File: src/omw_defines.svh
// offsets, field positions, reset values and timing counts for the oscillator/wake block
`ifndef OMW_DEFINES_SVH
`define OMW_DEFINES_SVH
`define OMW_OFF_MODE_CTRL 4'h0
`define OMW_OFF_FAST_CTRL 4'h1
`define OMW_OFF_SLOW_CTRL 4'h2
`define OMW_OFF_WAKE_EN 4'h3
`define OMW_OFF_STATUS 4'h4
`define OMW_OFF_MISC 4'h5
`define OMW_MODE_CTRL_RST 8'h40
`define OMW_BIT_EN 0
`define OMW_BIT_STABLE 1
`define OMW_BIT_SPEEDUP 2
`define OMW_BIT_SLOW_OSC_HOLD_IN_HALT 0
`define OMW_BIT_FAST_OSC_HOLD_IN_HALT 1
`define OMW_BIT_FSS 2
`define OMW_CKS_LSB 5
`define OMW_CKS_SLOW 3'h7
`define OMW_BIT_PDF 0
`define OMW_BIT_TO 1
`define OMW_BIT_WDT_EN 0
`define OMW_FAST_SETTLE_NS 2000
`define OMW_SLOW_FAST_NS 20000
`define OMW_SLOW_LOWP_NS 80000
`define OMW_CLK_NS 4
`define OMW_FAST_SETTLE_CYC ((`OMW_FAST_SETTLE_NS + `OMW_CLK_NS - 1) / `OMW_CLK_NS)
`define OMW_SLOW_FAST_CYC ((`OMW_SLOW_FAST_NS + `OMW_CLK_NS - 1) / `OMW_CLK_NS)
`define OMW_SLOW_LOWP_CYC ((`OMW_SLOW_LOWP_NS + `OMW_CLK_NS - 1) / `OMW_CLK_NS)
`endif

File: src/omw_pkg.sv
// types for the oscillator mode and wake-up control block
package omw_pkg;
    typedef enum logic [2:0] {
        OMW_RUN, OMW_SLEEP, OMW_IDLE_SLOW_ONLY, OMW_IDLE_BOTH_CLOCKS, OMW_IDLE_FAST_ONLY
    } omw_pmode_t;
    typedef struct packed {
        logic halt;
        logic clear_watchdog;
        logic watchdog_overflow;
        logic stack_full;
    } omw_core_t;
    typedef struct packed {
        logic run_cpu;
        logic resume_after_halt;
        logic take_interrupt;
        logic reset_pc_sp;
        logic clear_watchdog_count;
    } omw_cpu_t;
endpackage : omw_pkg

File: src/omw_top.sv
// oscillator mode and wake-up control with an Avalon-MM register slave
// Operation
// - fast enable rising clears fast stable flag; flag sets after settling
// - fast control bit 0 enables fast crystal, reset 0
// - slow enable rising clears slow stable flag; flag sets after settling
// - slow control bit 0 enables slow crystal, reset 0
// - slow control bit 2 selects quick start or low-power start
// - speed-up bit frozen while slow crystal is system clock
// - clock select 111 switches system clock to low-speed clock
// - slow clock from crystal or RC; switch waits for stable source
// - clock select 000..110 returns to fast clock divided 1..64
// - halt picks sleep or idle mode from the two hold bits
// - sleep stops all clocks except watchdog; CPU stops at halt
// - idle modes keep slow, both, or fast clocks; CPU halted
// - power-down entry sets power-down flag, clears time-out flag
// - power-down entry clears watchdog counter, counting continues
// - wake on port A falling edge, interrupt or watchdog overflow
// - power-down flag set by halt, cleared by power-up or watchdog clear
// - watchdog overflow while down sets time-out, resets only pc and sp
// - per-pin wake enable; pin wake resumes after halt
// - disabled interrupt or full stack resumes after halt, stays pending
// - enabled interrupt with stack room takes normal interrupt response
// - interrupts pending before power-down cannot wake the device
// - low clock source bit: 0 internal RC, 1 slow crystal
// - internal RC stays on while watchdog enabled
//
// Register access over Avalon-MM and the register offsets were left to the implementer.
`timescale 1ns/10ps
`include "omw_defines.svh"
module omw_top
    import omw_pkg::*;
#(
    parameter int NUM_PINS = 8,
    parameter int NUM_IRQ = 8,
    parameter int FAST_SETTLE_CYC = `OMW_FAST_SETTLE_CYC,
    parameter int SLOW_FAST_CYC = `OMW_SLOW_FAST_CYC,
    parameter int SLOW_LOWP_CYC = `OMW_SLOW_LOWP_CYC
)(
    input wire logic CLK_I,
    input wire logic RST_B_I,
    input wire logic [3:0] AVS_ADDRESS_I,
    input wire logic AVS_READ_I,
    input wire logic AVS_WRITE_I,
    input wire logic [31:0] AVS_WRITEDATA_I,
    input wire logic [3:0] AVS_BYTEENABLE_I,
    output logic [31:0] AVS_READDATA_O,
    output logic AVS_WAITREQUEST_O,
    output logic [1:0] AVS_RESPONSE_O,
    input wire omw_core_t CORE_I,
    input wire logic [NUM_IRQ-1:0] IRQ_FLAG_I,
    input wire logic [NUM_IRQ-1:0] IRQ_ENABLE_I,
    input wire logic [NUM_PINS-1:0] PORT_A_I,
    output omw_cpu_t CPU_O,
    output logic FAST_OSC_EN_O,
    output logic SLOW_OSC_EN_O,
    output logic SLOW_OSC_SPEEDUP_O,
    output logic LOW_RC_EN_O,
    output logic SYS_CLK_SLOW_O,
    output logic SYS_CLK_EN_O,
    output logic FAST_CLK_RUN_O,
    output logic LOW_CLK_RUN_O,
    output omw_pmode_t POWER_MODE_O
);
    localparam int FW = $clog2(FAST_SETTLE_CYC + 1);
    localparam int SW = $clog2(SLOW_LOWP_CYC + 1);

    logic [7:0] mode_ctrl;
    logic fast_en, slow_en, speedup, wdt_en;
    logic fast_stable, slow_stable, power_down_flag, to_flag;
    logic [NUM_PINS-1:0] wake_en;
    logic [FW-1:0] fast_cnt;
    logic [SW-1:0] slow_cnt;
    logic [NUM_PINS-1:0] pin_s1, pin_s2, pin_s3;
    logic [NUM_IRQ-1:0] irq_mask;
    logic clk_slow;
    logic [5:0] div_cnt;
    logic wait_stable;
    logic rd_pend;
    logic [31:0] rdata;
    omw_pmode_t pmode;
    omw_cpu_t cpu;

    // bus decode
    wire wr = AVS_WRITE_I && AVS_BYTEENABLE_I[0];
    wire wr_mode = wr && AVS_ADDRESS_I == `OMW_OFF_MODE_CTRL;
    wire wr_fast = wr && AVS_ADDRESS_I == `OMW_OFF_FAST_CTRL;
    wire wr_slow = wr && AVS_ADDRESS_I == `OMW_OFF_SLOW_CTRL;
    wire wr_wake = wr && AVS_ADDRESS_I == `OMW_OFF_WAKE_EN;
    wire wr_misc = wr && AVS_ADDRESS_I == `OMW_OFF_MISC;
    wire [7:0] wd = AVS_WRITEDATA_I[7:0];
    wire mapped = AVS_ADDRESS_I <= `OMW_OFF_MISC;

    wire [2:0] cks = mode_ctrl[`OMW_CKS_LSB +: 3];
    wire low_clock_source_select = mode_ctrl[`OMW_BIT_FSS];
    wire hold_fast = mode_ctrl[`OMW_BIT_FAST_OSC_HOLD_IN_HALT];
    wire hold_slow = mode_ctrl[`OMW_BIT_SLOW_OSC_HOLD_IN_HALT];
    wire want_slow = cks == `OMW_CKS_SLOW;
    wire slow_xtal_is_sys = clk_slow && low_clock_source_select;
    wire low_src_stable = low_clock_source_select ? slow_stable : 1'b1;
    wire [FW-1:0] fast_target = FW'(FAST_SETTLE_CYC);
    wire [SW-1:0] slow_target = speedup ? SW'(SLOW_FAST_CYC) : SW'(SLOW_LOWP_CYC);
    wire down = pmode != OMW_RUN;
    wire sys_osc_ok = clk_slow ? low_src_stable : fast_stable;

    // wake sources
    wire [NUM_PINS-1:0] pin_fall = pin_s3 & ~pin_s2 & wake_en;
    wire [NUM_IRQ-1:0] irq_wake = IRQ_FLAG_I & ~irq_mask;
    wire irq_any = |irq_wake;
    wire irq_serve = |(irq_wake & IRQ_ENABLE_I) && !CORE_I.stack_full;
    wire wake = |pin_fall || irq_any || CORE_I.watchdog_overflow;

    // halt decodes into the low-power mode
    omw_pmode_t halt_mode;
    assign halt_mode = !hold_fast && !hold_slow ? OMW_SLEEP :
                       !hold_fast ? OMW_IDLE_SLOW_ONLY :
                       hold_slow ? OMW_IDLE_BOTH_CLOCKS : OMW_IDLE_FAST_ONLY;

    // registers; one short flop group per software register, except wake enable and misc which share one
    wire [7:0] next_mode_ctrl = {wd[7:5], 2'b00, wd[2:0]};
    // speed-up changes are dropped while the slow crystal drives the core
    wire speedup_wr = wr_slow && !slow_xtal_is_sys;

    always_ff @(posedge CLK_I or negedge RST_B_I)
    begin
        if (!RST_B_I)
            mode_ctrl <= `OMW_MODE_CTRL_RST;
        else if (wr_mode)
            mode_ctrl <= next_mode_ctrl;
    end

    always_ff @(posedge CLK_I or negedge RST_B_I)
    begin
        if (!RST_B_I)
            fast_en <= 1'b0;
        else if (wr_fast)
            fast_en <= wd[`OMW_BIT_EN];
    end

    always_ff @(posedge CLK_I or negedge RST_B_I)
    begin
        if (!RST_B_I)
        begin
            slow_en <= 1'b0;
            speedup <= 1'b0;
        end
        else
        begin
            if (wr_slow)
                slow_en <= wd[`OMW_BIT_EN];
            if (speedup_wr)
                speedup <= wd[`OMW_BIT_SPEEDUP];
        end
    end

    // watchdog enable resets on, so the RC runs from power-up
    always_ff @(posedge CLK_I or negedge RST_B_I)
    begin
        if (!RST_B_I)
        begin
            wake_en <= '0;
            wdt_en <= 1'b1;
        end
        else
        begin
            if (wr_wake)
                wake_en <= wd[NUM_PINS-1:0];
            if (wr_misc)
                wdt_en <= wd[`OMW_BIT_WDT_EN];
        end
    end

    // oscillator settling; a fresh enable restarts the count
    wire fast_restart = !FAST_OSC_EN_O || (wr_fast && wd[`OMW_BIT_EN] && !fast_en);
    wire slow_restart = !SLOW_OSC_EN_O || (wr_slow && wd[`OMW_BIT_EN] && !slow_en);

    always_ff @(posedge CLK_I or negedge RST_B_I)
    begin
        if (!RST_B_I)
        begin
            fast_cnt <= '0;
            fast_stable <= 1'b0;
        end
        else if (fast_restart)
        begin
            fast_cnt <= '0;
            fast_stable <= 1'b0;
        end
        else if (fast_cnt != fast_target)
            fast_cnt <= fast_cnt + 1'b1;
        else
            fast_stable <= 1'b1;
    end

    always_ff @(posedge CLK_I or negedge RST_B_I)
    begin
        if (!RST_B_I)
        begin
            slow_cnt <= '0;
            slow_stable <= 1'b0;
        end
        else if (slow_restart)
        begin
            slow_cnt <= '0;
            slow_stable <= 1'b0;
        end
        else if (slow_cnt < slow_target)
            slow_cnt <= slow_cnt + 1'b1;
        else
            slow_stable <= 1'b1;
    end

    // system clock source switching and fast divider enable
    always_ff @(posedge CLK_I or negedge RST_B_I)
    begin
        if (!RST_B_I)
        begin
            clk_slow <= 1'b0;
            div_cnt <= '0;
        end
        else
        begin
            if (want_slow && low_src_stable)
                clk_slow <= 1'b1;
            else if (!want_slow)
                clk_slow <= 1'b0;
            div_cnt <= div_cnt + 1'b1;
        end
    end

    // divided-by-2^cks enable; slow clock is treated as undivided here
    wire [5:0] div_mask = 6'(({6'h00, 1'b1} << cks) - 7'h01);
    assign SYS_CLK_EN_O = cpu.run_cpu && (clk_slow || (div_cnt & div_mask) == 6'h00);

    // power-down sequencing: one named event per cause
    wire halt_go = !down && CORE_I.halt && cpu.run_cpu;
    wire wake_go = down && wake;
    wire wdt_wake = wake_go && CORE_I.watchdog_overflow;
    wire irq_take = wake_go && !CORE_I.watchdog_overflow && irq_serve;
    wire plain_resume = wake_go && !CORE_I.watchdog_overflow && !irq_serve;
    wire stable_done = wait_stable && sys_osc_ok;
    wire boot_run = !cpu.run_cpu && !down && !wait_stable;
    // run and wait_stable never overlap, so the run causes cannot collide
    wire next_run_cpu = halt_go ? 1'b0 : (boot_run || stable_done) ? 1'b1 : cpu.run_cpu;

    // two synchroniser flops plus an edge flop; idle high so reset makes no edge
    always_ff @(posedge CLK_I or negedge RST_B_I)
    begin
        if (!RST_B_I)
        begin
            pin_s1 <= '1;
            pin_s2 <= '1;
            pin_s3 <= '1;
        end
        else
        begin
            pin_s1 <= PORT_A_I;
            pin_s2 <= pin_s1;
            pin_s3 <= pin_s2;
        end
    end

    // halt wins over a watchdog clear in the same cycle
    always_ff @(posedge CLK_I or negedge RST_B_I)
    begin
        if (!RST_B_I)
        begin
            power_down_flag <= 1'b0;
            to_flag <= 1'b0;
        end
        else
        begin
            if (halt_go)
                power_down_flag <= 1'b1;
            else if (CORE_I.clear_watchdog)
                power_down_flag <= 1'b0;
            if (halt_go)
                to_flag <= 1'b0;
            else if (wdt_wake)
                to_flag <= 1'b1;
        end
    end

    always_ff @(posedge CLK_I or negedge RST_B_I)
    begin
        if (!RST_B_I)
            irq_mask <= '0;
        else if (halt_go)
            irq_mask <= IRQ_FLAG_I;
    end

    always_ff @(posedge CLK_I or negedge RST_B_I)
    begin
        if (!RST_B_I)
        begin
            pmode <= OMW_RUN;
            wait_stable <= 1'b0;
        end
        else
        begin
            if (halt_go)
                pmode <= halt_mode;
            else if (wake_go)
                pmode <= OMW_RUN;
            if (stable_done)
                wait_stable <= 1'b0;
            else if (wake_go)
                wait_stable <= 1'b1;
        end
    end

    // core controls; the action pulses last one cycle
    always_ff @(posedge CLK_I or negedge RST_B_I)
    begin
        if (!RST_B_I)
            cpu <= '0;
        else
        begin
            cpu.run_cpu <= next_run_cpu;
            cpu.resume_after_halt <= plain_resume;
            cpu.take_interrupt <= irq_take;
            cpu.reset_pc_sp <= wdt_wake;
            cpu.clear_watchdog_count <= halt_go;
        end
    end

    // clock gating per mode
    assign FAST_CLK_RUN_O = pmode == OMW_RUN || pmode == OMW_IDLE_BOTH_CLOCKS
                         || pmode == OMW_IDLE_FAST_ONLY;
    assign LOW_CLK_RUN_O = pmode == OMW_RUN || pmode == OMW_IDLE_SLOW_ONLY
                         || pmode == OMW_IDLE_BOTH_CLOCKS;
    assign FAST_OSC_EN_O = (fast_en || !clk_slow || wait_stable) && (FAST_CLK_RUN_O || wait_stable);
    assign SLOW_OSC_EN_O = slow_en && (LOW_CLK_RUN_O || wait_stable);
    assign SLOW_OSC_SPEEDUP_O = speedup;
    assign LOW_RC_EN_O = wdt_en || (!low_clock_source_select && LOW_CLK_RUN_O);
    assign SYS_CLK_SLOW_O = clk_slow;
    assign POWER_MODE_O = pmode;
    assign CPU_O = cpu;

    // Avalon-MM: writes take one cycle, reads wait one cycle for registered data
    always_comb
    begin
        rdata = 32'h0000_0000;
        case (AVS_ADDRESS_I)
            `OMW_OFF_MODE_CTRL: rdata[7:0] = mode_ctrl;
            `OMW_OFF_FAST_CTRL: rdata[1:0] = {fast_stable, fast_en};
            `OMW_OFF_SLOW_CTRL: rdata[2:0] = {speedup, slow_stable, slow_en};
            `OMW_OFF_WAKE_EN: rdata[NUM_PINS-1:0] = wake_en;
            `OMW_OFF_STATUS: rdata[2:0] = {clk_slow, to_flag, power_down_flag};
            `OMW_OFF_MISC: rdata[0] = wdt_en;
            default: rdata = 32'h0000_0000;
        endcase
    end

    always_ff @(posedge CLK_I or negedge RST_B_I)
    begin
        if (!RST_B_I)
        begin
            rd_pend <= 1'b0;
            AVS_READDATA_O <= 32'h0000_0000;
            AVS_RESPONSE_O <= 2'h0;
        end
        else
        begin
            rd_pend <= AVS_READ_I && !rd_pend;
            if (AVS_READ_I && !rd_pend)
            begin
                AVS_READDATA_O <= rdata;
                AVS_RESPONSE_O <= mapped ? 2'h0 : 2'h2;
            end
        end
    end

    assign AVS_WAITREQUEST_O = AVS_READ_I && !rd_pend;
endmodule : omw_top

File: config.mk
export PLATFORM = sky130hd
export DESIGN_NAME = omw_top
export DESIGN_NICKNAME = d
export VERILOG_FILES = /design/src/omw_pkg.sv /design/src/omw_top.sv
export VERILOG_INCLUDE_DIRS = /design/src /design/src/src
export SDC_FILE = /design/constraint.sdc
export NUM_CORES = 1
export LEC_CHECK = 0
export BUFFER_PORTS_ARGS = -buffer_cell sky130_fd_sc_hd__buf_2
export CAP_MARGIN = 40
export CORE_ASPECT_RATIO = 1.2
export CORE_MARGIN = 5
export CORE_UTILIZATION = 57
export DETAILED_ROUTE_END_ITERATION = 8
export PLACE_DENSITY = 0.85
export SKIP_LAST_GASP = 1
export SLEW_MARGIN = 0
export SYNTH_ARGS = -nofsm -noshare
export SYNTH_HDL_FRONTEND = slang
export SYNTH_SLANG_ARGS = --single-unit
File: constraint.sdc
create_clock -name CLK_I -period 6.4 [get_ports CLK_I]
set_clock_uncertainty 0.05 [all_clocks]
set_input_delay 0.64 -clock CLK_I [delete_from_list [all_inputs] [get_ports CLK_I]]
set_output_delay 0.64 -clock CLK_I [all_outputs]
set_load 0.05 [all_outputs]
==> impl_results.md, run 1 <==
* Status: completed
* CTS Root Cell: clkbuf_8
* Initial antenna violation count at 1
* Hold Crit Class: input port to async pin
* DIE WIDTH at 94.7 um
* Die Span Y at around 110 um
* CTS clk-pin slew, worst paths at around 100 ps
* Layout cell share with drive strength beyond 1 at 0.251
* Adder-cell share of the synthesized area at 0.0382
* Min Tclk post-route at between 3000 and 4000 ps
* Finished Cell Area at about 0.0055 mm2
* # IOs at about 120
* FILL cells at around 680
* Drt initial violations at approximately 340
* DR WL met2 at between 5 and 6 mm
* Number of flops mapped to enable cells by yosys at 0
* Post-synthesis compound-gate area fraction at 0.114
* Setup_tns at 0 ps
* Vias in the first global route at approximately 3.7k
* Crit path launch type: flop
* Wirelength per Cell at ~16 um
* Synth Area in XOR/XNOR at 0.0178
* # resized after CTS at 0
* Top-count cell post-synth: dfrtp_1
* Die area at about 0.011 mm2
* GR Overflow Total at 0
* Basic-gate share of the synthesized area counting and, or, nand and nor cells at 0.184
* Largest family of logic cells by synthesized area: simple AND/OR/NAND/NOR gates
* CTS Buffer Depth at 2
* Main synth FF type: dfrtp_1
* Via/cell ratio at 5.57
* Reg2Reg Depth at 7
* Placement Rows at 37
* CTS sink cnt at roughly 100
* Top-area cell type share of the netlist area at 0.398
* Post-CTS setup buffer count at 0
* Synth cell types at 60
* Post-CTS Hold Buffers at 0
* F_max at 0.301 GHz
* Max cap viols at 0
* Final setup margin at 3080 ps
* Antenna diodes at 0
* Met1 Wirelength at between 4 and 5 mm
* Layout Utilization at 0.640
* Drt drc at 0
* Final wirelength at 10.5 mm
* RSZ-0062 raised after global routing: no
* PwrDens at between 300 and 400 mW/mm2
* Avg Inst Size Synth at around 11 um2
* Worst skew pair latency at ~360 ps
* WP data required at ~5700 ps
* Leakage at roughly 0.0026 uW
* Synth async-reset ratio at 1.00
* Highest Signal Layer: met5
* Post-synth top area cell: dfrtp_1
* Largest net degree at the start of global routing at 55
* Vias at about 3.6k
* Place WS at roughly 3400 ps
* GPL Wtd Cong at 0.880
* Placed inst area at approximately 0.0053 mm2
* Initial Utilization at 0.576
* Final hold vios at 0
* Nets at 620
* Worst r2r dst: slow_cnt[12]$_DFFE_PN0P_
* R2r startpoint: SLOW_OSC_SPEEDUP_O$_DFFE_PN0P_
* Synth cell count leaders: dfrtp_1, nand2_1, dfstp_2, buf_4, o21ai_0
* Port Buf Inserts at 70
* R2r setup slk at between 3000 and 4000 ps
* Ys Warns at 0
* Worst Tran Pin Value at a little over 800 ps
* Register area share after synthesis at 0.537
* CP arrival at approximately 2600 ps
* Maximum vdd drop at ~0.00014 V
* Mapped cell area at slightly below 0.005 mm2
* Worst Path Max Fanout at 10
* Pre-Repair DR Iteration Count at 4
* Routed Antenna Nets at 0
* HPWL after DPL at between 7 and 8 mm
* Inst Count DP at between 600 and 700
* Final setup fails at 0
* Yosys reg bits at 104
* Fin cells at roughly 660
* CP Capture Type: output port
* Slew Viols, Final at 0
* Htree depth at 3
* Rel. slew slack at 0.454
* Core area at 0.00852 mm2
* Post-Synthesis Cells at 467
* CTS buffer count at 9
* Total global routing track utilization at 0.206
* Synth-to-Final Area Change at 11.0%
* CTS tree: built
* Met3 routed WL at 604 um
* Top area cells in the synthesized netlist: dfrtp_1, dfstp_2, nand2_1
* Tcrit/Tclk final at 0.519
* Post-synthesis mux area share at 0.0405
* First-pass GRT wire length at about 17 mm
* Critical path class: flop to output port
-- how the worst max path moves through the flow --
stage	from	end	slack, ps	cells past startpoint
CTS	mode_ctrl[5]$_DFFE_PN0P_	SYS_CLK_EN_O	3070	8
global placement	SLOW_OSC_SPEEDUP_O$_DFFE_PN0P_	slow_cnt[8]$_DFFE_PN0P_	3510	7
floorplan	POWER_MODE_O[0]$_DFFE_PN0P_	FAST_OSC_EN_O	3320	3
detailed placement	SLOW_OSC_SPEEDUP_O$_DFFE_PN0P_	slow_cnt[12]$_DFFE_PN0P_	3370	7
finish	mode_ctrl[5]$_DFFE_PN0P_	SYS_CLK_EN_O	3080	8
global route	mode_ctrl[5]$_DFFE_PN0P_	SYS_CLK_EN_O	2900	8
-- area by class of cell --
cell class | instances | area [um2] | area share
multi-input cells | 327 | 2030 | 0.373
clock buffers | 10 | 138 | 0.0252
repair buffers | 74 | 387 | 0.0709
well taps | 117 | 146 | 0.0269
flip-flops and latches | 104 | 2640 | 0.483
clock inverters | 6 | 51.3 | 0.00941
inverters | 17 | 63.8 | 0.0117
-- logic make-up (layout without fill, tap and decap cells) --
kind of cell,count (synthesis),count (layout)
AO/OA/AOI/OAI,88,88
XOR/XNOR,10,10
adder cells (fa/ha/maj),15,15
buffers and inverters,60,107
flip-flops,104,104
multiplexers,17,17
other,1,25
AND/OR/NAND/NOR,172,172
-- stage by stage --
stage,hold WS [ps],power (uW)
2_1_floorplan,294,1240
3_3_place_gp,297,1350
3_5_place_dp,297,1380
4_1_cts,236,1770
5_1_grt,249,1860
6_report,217,1760
-- routing by layer --
| metal | global-route usage | vias to the layer above |
|---|---|---|
| li1 | - | 1725 |
| met1 | 0.242 | 1791 |
| met2 | 0.360 | 112 |
| met3 | 0.0486 | 16 |
| met4 | 0.0780 | 2 |
| met5 | 0 | - |
-- flip-flops by register name, summed over array words and instances (netlist names), 3 cells and up --
| signal | count |
|---|---|
| slow_cnt | 15 |
| mode_ctrl | 6 |
| CPU_O | 5 |
| pin_s1 | 8 |
| wake_en | 8 |
| fast_cnt | 9 |
| POWER_MODE_O | 3 |
| div_cnt | 6 |
| irq_mask | 8 |
| pin_s3 | 8 |
| pin_s2 | 8 |
| AVS_READDATA_O | 8 |
-- critical path, stage by stage, from the launching register on --
cell and delay [ps]:
dfrtp_1 510, or3b_2 480, ha_1 240, or3_1 310
a21boi_0 150, o21ai_0 110, a41oi_1 180, nor2_1 50
buf_2 210
-- where the power goes --
part | internal [uW] | leakage [uW] | total [uW] | switching, uW
sequential | 770 | 0.00128 | 864 | 94.1
clock | 158 | 0.0000987 | 388 | 230
combinational | 153 | 0.00121 | 508 | 355
total | 1080 | 0.00259 | 1760 | 679
-- layout by cell type (no fill, tap or decap), types with 5 or more instances in the layout --
master    instances
clkbuf_8         10
o21ai_1          11
a21oi_1          21
nand3b_1         11
nor3_1            7
a22oi_1           7
nor4_1            5
nand4_1           6
buf_2            69
and3_1           12
nor2b_1          10
nor2_1           21
mux2_2           12
inv_1            17
dfrtp_1          78
xor2_1            5
ha_1             15
o21ai_0          24
conb_1           25
nand3_1          15
xnor2_1           5
nand2_1          56
dfstp_2          26
or3_1            14
No activity file was read; power rests on OpenSTA's default activity.
==> run 2: changes to the inputs <==
--- a/config.mk
+++ b/config.mk
@@ -10,9 +10,9 @@
 export CAP_MARGIN = 40
 export CORE_ASPECT_RATIO = 1.2
 export CORE_MARGIN = 5
-export CORE_UTILIZATION = 57
+export CORE_UTILIZATION = 48
 export DETAILED_ROUTE_END_ITERATION = 8
-export PLACE_DENSITY = 0.85
+export PLACE_DENSITY = 0.76
 export SKIP_LAST_GASP = 1
 export SLEW_MARGIN = 0
 export SYNTH_ARGS = -nofsm -noshare
==> constraint.sdc (replaced) <==
create_clock -name CLK_I -period 2.96 [get_ports CLK_I]
set_clock_uncertainty 0.05 [all_clocks]
set_input_delay 0.296 -clock CLK_I [delete_from_list [all_inputs] [get_ports CLK_I]]
set_output_delay 0.296 -clock CLK_I [all_outputs]
set_load 0.05 [all_outputs]
==> impl_results.md, run 2 (synthesis results as in run 1) <==
* CTS Buffer Depth at 2 (unchanged)
* Max reg flops at 15 (unchanged)
* Regs by FF count: slow_cnt x15, fast_cnt x9 (unchanged)
* Drt initial violations at 209 (was 343)
* Maximum vdd drop at 0.000347 V (was 0.000139 V)
* Status: completed (unchanged)
* Die area at 0.0124 mm2 (was 0.0106 mm2)
* FILL cells at 854 (was 679)
* # IOs at 123 (unchanged)
* Critical-path top delay cell: or3b_2 (was dfrtp_1)
* PwrDens at 748 mW/mm2 (was 323 mW/mm2)
* Hold Crit Class: input port to flop (was input port to async pin)
* CTS tree: built (unchanged)
* Leakage at 0.00271 uW (was 0.00259 uW)
* Most frequent cells in the layout: dfrtp_1, buf_2, nand2_1 (unchanged)
* Worst Tran Pin Value at 659 ps (was 819 ps)
* Worst Path Max Fanout at 9 (was 10)
* Most flops, register: slow_cnt (unchanged)
* Tcrit/Tclk final at 0.960
* Crit path cell chain: or3b_2, ha_1, or3_1, a21boi_2, o21ai_0, a41oi_1, nor2_1, clkbuf_4 (was or3b_2, ha_1, or3_1, a21boi_0, o21ai_0, a41oi_1, nor2_1, buf_2)
* CP Capture Type: output port (unchanged)
* Min Tclk post-route at between 2000 and 3000 ps
* Nets at 633 (was 620)
* Placed inst area at 0.00531 mm2 (was 0.00526 mm2)
* CP bufs+invs at 1 (unchanged)
* Layout cell share with drive strength beyond 1 at 0.260 (was 0.251)
* Setup_tns at 0 ps (unchanged)
* CTS Root Cell: clkbuf_16 (was clkbuf_8)
* Core area at 0.0100 mm2 (was 0.00852 mm2)
* Critical path class: flop to output port (unchanged)
* Largest net degree at the start of global routing at 57 (was 55)
* Antenna diodes at 0 (unchanged)
* Port Buf Inserts at 70 (unchanged)
* Critical Path Max Stage Delay at 460 ps (was 510 ps)
* Synth-to-Final Area Change at 17.1% (was 11.0%)
* Crit path launch type: flop (unchanged)
* Final hold vios at 0 (unchanged)
* Htree depth at 3 (unchanged)
* Slew Viols, Final at 0 (unchanged)
* Final setup fails at 0 (unchanged)
* Die Span Y at 121 um (was 112 um)
* Largest delay share family, worst path: simple AND/OR/NAND/NOR gates (unchanged)
* Via/cell ratio at 5.40 (was 5.57)
* Initial antenna violation count at 0 (was 1)
* CTS sink cnt at 104 (unchanged)
* Finished Cell Area at 0.00575 mm2 (was 0.00545 mm2)
* WP data required at 2610 ps (was 5710 ps)
* F_max at 0.352 GHz
* Worst skew pair latency at 340 ps (was 360 ps)
* Layout Utilization at 0.574 (was 0.640)
* Vias in the first global route at 3538 (was 3697)
* Max cap viols at 0 (unchanged)
* DIE WIDTH at 102 um (was 94.7 um)
* Routed Antenna Nets at 0 (unchanged)
* Vias at 3655 (was 3646)
* CP arrival at 2500 ps (was 2630 ps)
* Drt drc at 0 (unchanged)
* HPWL after DPL at 7.78 mm (was 7.65 mm)
* Rel. slew slack at 0.554 (was 0.454)
* CTS buffer count at 9 (unchanged)
* GR Overflow Total at 0 (unchanged)
* CTS clk-pin slew, worst paths at 70 ps (was 100 ps)
* Pre-Repair DR Iteration Count at 4 (unchanged)
* Placement Rows at 40 (was 37)
* Wirelength per Cell at 15.5 um (was 16.0 um)
* Most common cell after layout, fill and taps aside: dfrtp_1 (unchanged)
* Initial Utilization at 0.491 (was 0.576)
* Final wirelength at 10.5 mm (about the same)
* First-pass GRT wire length at 16.9 mm (was 17.1 mm)
* Total global routing track utilization at 0.173 (was 0.206)
* GPL Wtd Cong at 0.895 (was 0.880)
run 2: cell types whose count changed in the layout (fill, tap and decap cells not counted), moves of 2 or more:
| cell | before | now |
|---|---|---|
| clkbuf_16 | 0 | 9 |
| clkbuf_8 | 10 | 2 |
| dlygate4sd3_1 | 0 | 8 |
| buf_4 | 4 | 9 |
| bufinv_16 | 0 | 2 |
| clkinv_4 | 3 | 1 |
| dfrtp_1 | 78 | 76 |
| dfrtp_2 | 0 | 2 |
run 2: final timing paths:
path	end	slack, ps	cells past startpoint	from
max	SYS_CLK_EN_O	120	8	mode_ctrl[7]$_DFFE_PN0P_
min	pin_s1[6]$_DFF_PN1_	6	1	PORT_A_I[6]
max reg2reg	slow_cnt[11]$_DFFE_PN0P_	490	8	SLOW_OSC_SPEEDUP_O$_DFFE_PN0P_
min reg2reg	pin_s2[7]$_DFF_PN1_	310	0	pin_s1[7]$_DFF_PN1_
max in group asynchronous	pin_s1[6]$_DFF_PN1_	1600	3	RST_B_I
min in group asynchronous	irq_mask[3]$_DFFE_PN0P_	460	2	RST_B_I
run 2: area by class of cell:
type	count	area, um2	share of cell area
Sequential cell	104	2640	0.459
Multi-Input combinational cell	327	2030	0.354
Timing Repair Buffer	87	515	0.0897
Clock buffer	11	253	0.0440
Tap cell	126	158	0.0274
Clock inverter	5	86.3	0.0150
Inverter	17	63.8	0.0111
run 2: stage by stage:
stage | worst slack [ps] | hold slack, ps | std cells | total power, uW
after floorplan | 188 | -49.6 | 491 | 2680
after global placement | 460 | 296 | 651 | 2950
after detailed placement | 397 | 297 | 651 | 3000
after CTS | 19.8 | 0.509 | 675 | 4320
after global routing | -14.9 | 0.961 | 677 | 4530
final | 118 | 5.96 | 677 | 4300
run 2: routing by layer:
layer | routed length [um] | track usage | part of all wire
met3 | 582 | 0.0323 | 0.056
met2 | 5190 | 0.275 | 0.50
met1 | 4520 | 0.235 | 0.43
met5 | 0 | 0 | 0
met4 | 181 | 0.0648 | 0.017
run 2: power by group:
part	internal [uW]	leakage (uW)	switching, uW	total [uW]
logic	362	0.00127	768	1130
registers	1670	0.00128	192	1860
clock network	795	0.000167	517	1310
run 2: timing repair:
item | CTS | global route
resized for setup | 0 | 5
hold buffers | 8 | 0
hold endpoints to repair | 47 | 0
setup endpoints to repair | 0 | 1
setup buffers | 0 | 2
run 2: worst reg2reg max path: stages (launching register included):
cell,delay [ps]
dfrtp_1,380
buf_4,170
ha_1,340
and4b_1,240
a221oi_2,360
buf_4,240
nand3_1,100
or3_1,310
a21oi_1,190
